[config.mk]
export PLATFORM = sky130hd
export DESIGN_NAME = jtc_tap
export DESIGN_NICKNAME = d
export VERILOG_FILES = /design/src/jtc_pkg.sv /design/src/jtc_pins_if.sv /design/src/jtc_sync.sv /design/src/jtc_tap.sv
export SDC_FILE = /design/constraint.sdc
export NUM_CORES = 1
export LEC_CHECK = 0
export ABC_AREA = 1
export CAP_MARGIN = 0
export CORE_ASPECT_RATIO = 1.25
export CORE_MARGIN = 3
export CORE_UTILIZATION = 63
export DETAILED_ROUTE_END_ITERATION = 8
export DONT_BUFFER_PORTS = 1
export GPL_TIMING_DRIVEN = 0
export HOLD_SLACK_MARGIN = 0.12
export PLACE_DENSITY = 0.79
export SYNTH_ARGS = -nofsm -noshare
export SYNTH_HDL_FRONTEND = slang
export SYNTH_HIERARCHICAL = 1
export SYNTH_SLANG_ARGS = --single-unit
[constraint.sdc]
create_clock -name CORE_CLK -period 2.01 [get_ports CORE_CLK]
set_input_delay 0.3015 -clock CORE_CLK [delete_from_list [all_inputs] [get_ports CORE_CLK]]
set_output_delay 0.3015 -clock CORE_CLK [all_outputs]
set_load 0.03 [all_outputs]
[src/jtc_pkg.sv]
// Purpose: Shared constants and types of the test access port
// Assumes: 4-bit instruction, 32-bit identification word
// Notes: Identification field values are module parameters
package jtc_pkg;
  localparam int IR_W = 4;
  localparam int ID_W = 32;
  localparam int ID_VER_LSB = 28;
  localparam int ID_PART_LSB = 12;
  localparam int ID_MFR_LSB = 1;
  localparam logic [IR_W-1:0] IR_CAPTURE = 4'h1;
  localparam logic [IR_W-1:0] OP_EXTEST = 4'h0;
  localparam logic [IR_W-1:0] OP_SAMPLE = 4'h1;
  localparam logic [IR_W-1:0] OP_IDCODE = 4'h2;
  localparam logic [IR_W-1:0] OP_HIGHZ = 4'h4;
  localparam logic [IR_W-1:0] OP_BYPASS = 4'hF;

  typedef enum logic [3:0] {
    TEST_LOGIC_RESET, RUN_TEST_IDLE,
    SELECT_DR, CAPTURE_DR, SHIFT_DR, EXIT1_DR, PAUSE_DR, EXIT2_DR, UPDATE_DR,
    SELECT_IR, CAPTURE_IR, SHIFT_IR, EXIT1_IR, PAUSE_IR, EXIT2_IR, UPDATE_IR
  } jtc_state_t;

  typedef enum logic [1:0] {DR_BYPASS, DR_IDENT, DR_BOUNDARY} jtc_dr_sel_t;
endpackage

[src/jtc_pins_if.sv]
// Purpose: Synchronised tester pins handed from the sampler to the controller
// Assumes: One core clock
// Notes: Edge flags are one-cycle pulses
`timescale 1ns/1ps
interface jtc_pins_if #(parameter int NPINS = 8);
  logic tck_rise;
  logic tck_fall;
  logic tms;
  logic tdi;
  logic trst_n;
  logic [NPINS-1:0] pad_in;
  modport src(output tck_rise, tck_fall, tms, tdi, trst_n, pad_in);
  modport dst(input tck_rise, tck_fall, tms, tdi, trst_n, pad_in);
endinterface

[src/jtc_sync.sv]
// Purpose: Two-stage sampling of tester and pad inputs, test clock edge finding
// Assumes: Test clock much slower than the core clock
// Notes: First stage feeds only the second stage
`timescale 1ns/1ps
module jtc_sync #(
  parameter int NPINS = 8
) (
  // Clock and reset
  input wire logic clk,
  input wire logic rst,
  // Raw pins
  input wire logic tck,
  input wire logic tms,
  input wire logic tdi,
  input wire logic trst_n,
  input wire logic [NPINS-1:0] pad_in,
  // Synchronised side
  jtc_pins_if.src io
);
  typedef struct packed {
    logic [NPINS+3:0] s1;
    logic [NPINS+3:0] s2;
    logic tck_d;
  } jtc_sync_t;

  jtc_sync_t st_ff;
  jtc_sync_t nxt_st;

  always_comb begin
    nxt_st = st_ff;
    nxt_st.s1 = {pad_in, trst_n, tdi, tms, tck};
    nxt_st.s2 = st_ff.s1;
    nxt_st.tck_d = st_ff.s2[0];
  end

  // Test reset reads as asserted during core reset
  always_ff @(posedge clk) begin
    if (rst) begin
      st_ff <= '0;
    end else begin
      st_ff <= nxt_st;
    end
  end

  assign io.tck_rise = st_ff.s2[0] & ~st_ff.tck_d;
  assign io.tck_fall = ~st_ff.s2[0] & st_ff.tck_d;
  assign io.tms = st_ff.s2[1];
  assign io.tdi = st_ff.s2[2];
  assign io.trst_n = st_ff.s2[3];
  assign io.pad_in = st_ff.s2[NPINS+3:4];
endmodule

[src/jtc_tap.sv]
// Purpose: Boundary-scan test access port controller with its registers
// Assumes: Test clock, mode, data and reset pins are sampled on the core clock
// Notes: Pin edges are seen three core cycles late; test clock must stay slow
`timescale 1ns/1ps
module jtc_tap
  import jtc_pkg::*;
#(
  parameter int NPINS = 8,
  parameter logic [3:0] ID_VERSION = 4'h1,   // Arbitrary value
  parameter logic [15:0] ID_PART = 16'h1234, // Arbitrary value
  parameter logic [10:0] ID_MFR = 11'h055    // Arbitrary value
) (
  // Core clock and reset
  input wire logic CORE_CLK,
  input wire logic SYS_RST,
  // Tester pins
  input wire logic TCK,
  input wire logic TMS,
  input wire logic TDI,
  input wire logic TRST_N,
  output logic TDO,
  output logic TDO_OE,
  // Functional side of the device
  input wire logic [NPINS-1:0] CORE_OUT,
  input wire logic [NPINS-1:0] CORE_OE,
  output logic [NPINS-1:0] CORE_IN,
  // Device pads
  input wire logic [NPINS-1:0] PAD_IN,
  output logic [NPINS-1:0] PAD_OUT,
  output logic [NPINS-1:0] PAD_OE
);
  localparam int BSR_W = 2 * NPINS;
  localparam logic [ID_W-1:0] ID_WORD = {ID_VERSION, ID_PART, ID_MFR, 1'b1};

  typedef struct packed {
    jtc_state_t tap;
    logic [IR_W-1:0] ir_sh;
    logic [IR_W-1:0] ir;
    logic bp;
    logic [ID_W-1:0] id_sh;
    logic [BSR_W-1:0] bsr_sh;
    logic [BSR_W-1:0] bsr_upd;
    logic tdo;
    logic tdo_oe;
    logic [NPINS-1:0] pad_out;
    logic [NPINS-1:0] pad_oe;
    logic [NPINS-1:0] core_in;
  } jtc_tap_st_t;

  jtc_tap_st_t st_ff;
  jtc_tap_st_t nxt_st;
  jtc_dr_sel_t sel;
  logic extest;
  logic highz;

  jtc_pins_if #(.NPINS(NPINS)) pins ();

  jtc_sync #(.NPINS(NPINS)) u_sync (
    .clk(CORE_CLK),
    .rst(SYS_RST),
    .tck(TCK),
    .tms(TMS),
    .tdi(TDI),
    .trst_n(TRST_N),
    .pad_in(PAD_IN),
    .io(pins.src)
  );

  function automatic jtc_state_t tap_next(input jtc_state_t s, input logic m);
    jtc_state_t r;
    r = s;
    case (s)
      TEST_LOGIC_RESET: r = m ? TEST_LOGIC_RESET : RUN_TEST_IDLE;
      RUN_TEST_IDLE: r = m ? SELECT_DR : RUN_TEST_IDLE;
      SELECT_DR: r = m ? SELECT_IR : CAPTURE_DR;
      CAPTURE_DR: r = m ? EXIT1_DR : SHIFT_DR;
      SHIFT_DR: r = m ? EXIT1_DR : SHIFT_DR;
      EXIT1_DR: r = m ? UPDATE_DR : PAUSE_DR;
      PAUSE_DR: r = m ? EXIT2_DR : PAUSE_DR;
      EXIT2_DR: r = m ? UPDATE_DR : SHIFT_DR;
      UPDATE_DR: r = m ? SELECT_DR : RUN_TEST_IDLE;
      SELECT_IR: r = m ? TEST_LOGIC_RESET : CAPTURE_IR;
      CAPTURE_IR: r = m ? EXIT1_IR : SHIFT_IR;
      SHIFT_IR: r = m ? EXIT1_IR : SHIFT_IR;
      EXIT1_IR: r = m ? UPDATE_IR : PAUSE_IR;
      PAUSE_IR: r = m ? EXIT2_IR : PAUSE_IR;
      EXIT2_IR: r = m ? UPDATE_IR : SHIFT_IR;
      UPDATE_IR: r = m ? SELECT_DR : RUN_TEST_IDLE;
      default: r = TEST_LOGIC_RESET;
    endcase
    return r;
  endfunction

  // Unknown opcodes fall back to bypass
  function automatic jtc_dr_sel_t dr_of(input logic [IR_W-1:0] op);
    jtc_dr_sel_t r;
    case (op)
      OP_EXTEST, OP_SAMPLE: r = DR_BOUNDARY;
      OP_IDCODE: r = DR_IDENT;
      default: r = DR_BYPASS;
    endcase
    return r;
  endfunction

  always_comb begin
    nxt_st = st_ff;
    sel = dr_of(st_ff.ir);
    if (pins.tck_rise) begin
      nxt_st.tap = tap_next(st_ff.tap, pins.tms);
      case (st_ff.tap)
        CAPTURE_IR: begin
          nxt_st.ir_sh = IR_CAPTURE;
        end
        SHIFT_IR: begin
          nxt_st.ir_sh = {pins.tdi, st_ff.ir_sh[IR_W-1:1]};
        end
        CAPTURE_DR: begin
          case (sel)
            DR_BYPASS: nxt_st.bp = 1'b0;
            DR_IDENT: nxt_st.id_sh = ID_WORD;
            DR_BOUNDARY: nxt_st.bsr_sh = {CORE_OUT, pins.pad_in};
            default: nxt_st.bp = 1'b0;
          endcase
        end
        SHIFT_DR: begin
          case (sel)
            DR_BYPASS: nxt_st.bp = pins.tdi;
            DR_IDENT: nxt_st.id_sh = {pins.tdi, st_ff.id_sh[ID_W-1:1]};
            DR_BOUNDARY: nxt_st.bsr_sh = {pins.tdi, st_ff.bsr_sh[BSR_W-1:1]};
            default: nxt_st.bp = pins.tdi;
          endcase
        end
        // Pause, exit and idle states hold every shift stage
        default: nxt_st.ir_sh = st_ff.ir_sh;
      endcase
    end
    if (pins.tck_fall) begin
      case (st_ff.tap)
        UPDATE_IR: nxt_st.ir = st_ff.ir_sh;
        UPDATE_DR: begin
          if (sel == DR_BOUNDARY) begin
            nxt_st.bsr_upd = st_ff.bsr_sh;
          end
        end
        TEST_LOGIC_RESET: nxt_st.ir = OP_IDCODE;
        default: nxt_st.ir = st_ff.ir;
      endcase
      nxt_st.tdo_oe = (st_ff.tap == SHIFT_IR) || (st_ff.tap == SHIFT_DR);
      if (st_ff.tap == SHIFT_IR) begin
        nxt_st.tdo = st_ff.ir_sh[0];
      end else begin
        case (sel)
          DR_IDENT: nxt_st.tdo = st_ff.id_sh[0];
          DR_BOUNDARY: nxt_st.tdo = st_ff.bsr_sh[0];
          default: nxt_st.tdo = st_ff.bp;
        endcase
      end
    end
    if (!pins.trst_n) begin
      nxt_st.tap = TEST_LOGIC_RESET;
      nxt_st.ir = OP_IDCODE;
      nxt_st.tdo_oe = 1'b0;
    end
    // Pads follow the core except under external test or high impedance
    extest = (nxt_st.ir == OP_EXTEST);
    highz = (nxt_st.ir == OP_HIGHZ);
    nxt_st.pad_out = extest ? st_ff.bsr_upd[BSR_W-1:NPINS] : CORE_OUT;
    if (highz) begin
      nxt_st.pad_oe = '0;
    end else if (extest) begin
      nxt_st.pad_oe = '1;
    end else begin
      nxt_st.pad_oe = CORE_OE;
    end
    nxt_st.core_in = pins.pad_in;
  end

  // Core reset stands in for a power-up state; no tester reset required
  always_ff @(posedge CORE_CLK) begin
    if (SYS_RST) begin
      st_ff <= '{tap: TEST_LOGIC_RESET, ir: OP_IDCODE, default: '0};
    end else begin
      st_ff <= nxt_st;
    end
  end

  assign TDO = st_ff.tdo;
  assign TDO_OE = st_ff.tdo_oe;
  assign CORE_IN = st_ff.core_in;
  assign PAD_OUT = st_ff.pad_out;
  assign PAD_OE = st_ff.pad_oe;
endmodule

==> results.toml <==
[worst_setup_path]
reg2reg_slack_ns = 0.13
cp.required_ns = 2.44
critPathKind = "reg -> reg"
crit_path_start_kind = "flop"
arrival_ns = 2.31
path_max_fanout = 10
end_kind = "flop"

[route]
vias = 4363
wirelength_mm = 11.4
drtIter0Drc = 303
vias_per_cell = 5.38
drc = 0
routedWlPerCell_um = 14.1
dr.pass1.iters = 6
ant_nets = 0

[synth]
synth_top_family_by_area = "simple AND/OR/NAND/NOR gates"
synth_fa_ha_area_frac = 0.00510
synth_area_um2 = 4910
synthMuxAreaShare = 0
ys_types = 26
synth_commonest_cells = "120 x dfxtp_1, 103 x nand2_1, 85 x a21oi_1"
async_flop_share = 0
syn_inst = 648
yosysMostFrequentCell = "dfxtp_1"
yosys.area_share.simple = 0.196
synthDominantCellAreaShare = 0.489
synth_nets = 680
seq_area_frac_synth = 0.489
synth_compound_area_frac = 0.157
synth_seq_cells = 120
post_synth_xor_area_fraction = 0
yosys-top-cells-area = "dfxtp_1 49%, a21oi_1 8.7%, nand2_1 7.9%"
syn-mean-instance-area_um2 = 7.57
synth-edff-count = 0
synth_top_area_cell = "dfxtp_1"
ys.warnings.count = 6
ys.flop_type = "dfxtp_1"

[global_routing]
grt_start_max_net_pins = 17
grt_pass1_wl_mm = 19.5
grt.total_usage = 0.270
grt_pass1_vias = 4357
grt-ovfl-total = 0
antenna_found_initial = 0

[power]
power_switching_uw = 1190
p_clk_frac = 0.530
intPower_uw = 4620
leakage_uw = 0.00253
p_comb_frac = 0.049
ir_drop_uv = 790
swShare = 0.205
power.density_nw_per_um2 = 960
pwr-share-seq = 0.421

[placement]
port_buffers = 0
gp_congestion = 0.883
dp_hpwl_mm = 7.27
preCtsSetupSlack_ns = 0.0914

[clocking]
clock_latency_ns = 0.51
clk_path_buf_depth = 2
tritoncts = "yes"
cts-root-buf = "clkbuf_8"
post-cts-setup-buffer-count = 0
clock_sinks = 120
clkTransAtPathRegs_ns = 0.06
cts_made_buffers = 17
h-tree-depth = 4

[final_layout]
final-seq-area_um2 = 2400
utilization = 0.808
drive_gt1_frac = 0.142
n_fill_cell = 501
multi_input_area_um2 = 1770
area_growth_pct = 23.3
diodes = 0
final_nets = 740

[timing]
worst_slack_ns = 0.126
tightest_slew_ns = 0.556
max_freq_ghz = 0.531
period_minus_slack_ns = 1.88
timing_hold_violations_final = 0
timing.final.crit_share = 0.937
relSlewSlack = 0.629
final-setup-viol-count = 0
drv_slew = 0
fin_skew_ns = 0.00548

[floorplan]
rows = 35
fp.dieH_um = 105
fp.dieW_um = 85.0
core_um2 = 7490
initial_core_util = 0.655
dieArea_um2 = 8890
io-pin-count = 56

[flow_run]
cap_violations = 0

[min_path]
hp-class = "in -> reg"

[status]
outcome = "completed"
[power by group through the flow]
| stage | Sequential [µW] | Combinational (µW) | Clock [µW] |
|---|---|---|---|
| global placement | 2490 | 211 | 0 |
| global route | 2450 | 315 | 3210 |
| CTS | 2440 | 283 | 3090 |
| floorplan | 2490 | 184 | 0 |
| finish | 2440 | 287 | 3080 |
| detailed placement | 2490 | 215 | 0 |
[path summary, 6_finish.rpt]
path	from	to	cells after the start
setup reg to reg	st_ff[93]	st_ff[87]	11
hold reg to reg	u_sync/nxt_st[6]	u_sync/io.pad_in[1]	2
hold / removal	CORE_OUT[1]	st_ff[51]	4
setup / recovery	st_ff[93]	st_ff[87]	11
[cell families after synthesis]
| logic type | Yosys count |
|---|---|
| adder cells (fa/ha/maj) | 2 |
| flip-flops | 120 |
| AND/OR/NAND/NOR | 226 |
| AO/OA/AOI/OAI | 150 |
| buffers and inverters | 150 |
[per-stage QoR]
stage | power, µW | std cells | hold slack, ns | instance area [µm²] | setup TNS, ns
final | 5810 | 811 | 0.146 | 6050 | 0
after global routing | 5970 | 811 | 0.191 | 6050 | -0.0223
after CTS | 5820 | 811 | 0.126 | 6030 | 0
after detailed placement | 2710 | 740 | 0.393 | 5020 | 0
after global placement | 2700 | 740 | 0.390 | 5020 | 0
after floorplan | 2670 | 648 | 0.388 | 4910 | 0
[area by class of cell]
type	count	share of cell area
multi-input combinational	378	0.292
clock inverter	8	0.0242
clock buffer	22	0.0749
timing repair buffer	41	0.0678
tap	92	0.0190
sequential	120	0.397
buffer	64	0.0715
inverter	86	0.0536
[critical path, stage by stage (launching register included)]
cell and delay, ns:
dfxtp_1 0.31, nor2_1 0.14, inv_1 0.09, nor2_1 0.16, inv_1 0.07, ha_1 0.21, inv_1 0.10, nor2_4 0.06
inv_1 0.13, buf_2 0.24, nand2_1 0.10, a21oi_1 0.19
[state kept, by name, summed over array words and instances, names as in the netlist]
name,flops
TDO_OE,1
u_sync/io.tms,1
u_sync/nxt_st,13
st_ff,69
u_sync/io.pad_in,8
PAD_OE,8
u_sync/io.tdi,1
PAD_OUT,8
TDO,1
u_sync/st_ff,1
u_sync/io.trst_n,1
CORE_IN,8
[placed cells by master, fill, tap and decap left out, types with 3 or more instances in the layout]
cell / netlist / routed
a21oi_1: 85 / 85
a31oi_1: 4 / 4
buf_2: 7 / 7
buf_4: 34 / 34
buf_6: 7 / 7
bufinv_16: 0 / 4
clkbuf_1: 15 / 17
clkbuf_16: 0 / 16
clkbuf_8: 0 / 3
clkinv_2: 1 / 3
dfxtp_1: 120 / 119
dlygate4sd3_1: 0 / 41
inv_1: 83 / 83
nand2_1: 103 / 103
nand2_2: 9 / 9
nand3_1: 34 / 33
nor2_1: 67 / 66
nor2_2: 4 / 5
nor2_4: 3 / 3
nor3_1: 4 / 3
o21ai_0: 54 / 53
o21ai_1: 3 / 4
[layer usage]
layer  vias up  GRT usage  wire length (µm)
li1       2141          -                 -
met1      1989      0.292              4410
met2       197      0.487              5920
met3        36     0.0789               820
met4         0      0.106               289
met5         -          0                 0
[repair_timing]
item,CTS,global route
hold buffers,41,0
pin swaps,0,0
cloned,0,0
endpoints found under the setup margin,2,52
resized for setup,1,7
endpoints found under the hold margin,47,0
No activity file was read; power rests on OpenSTA's default activity.
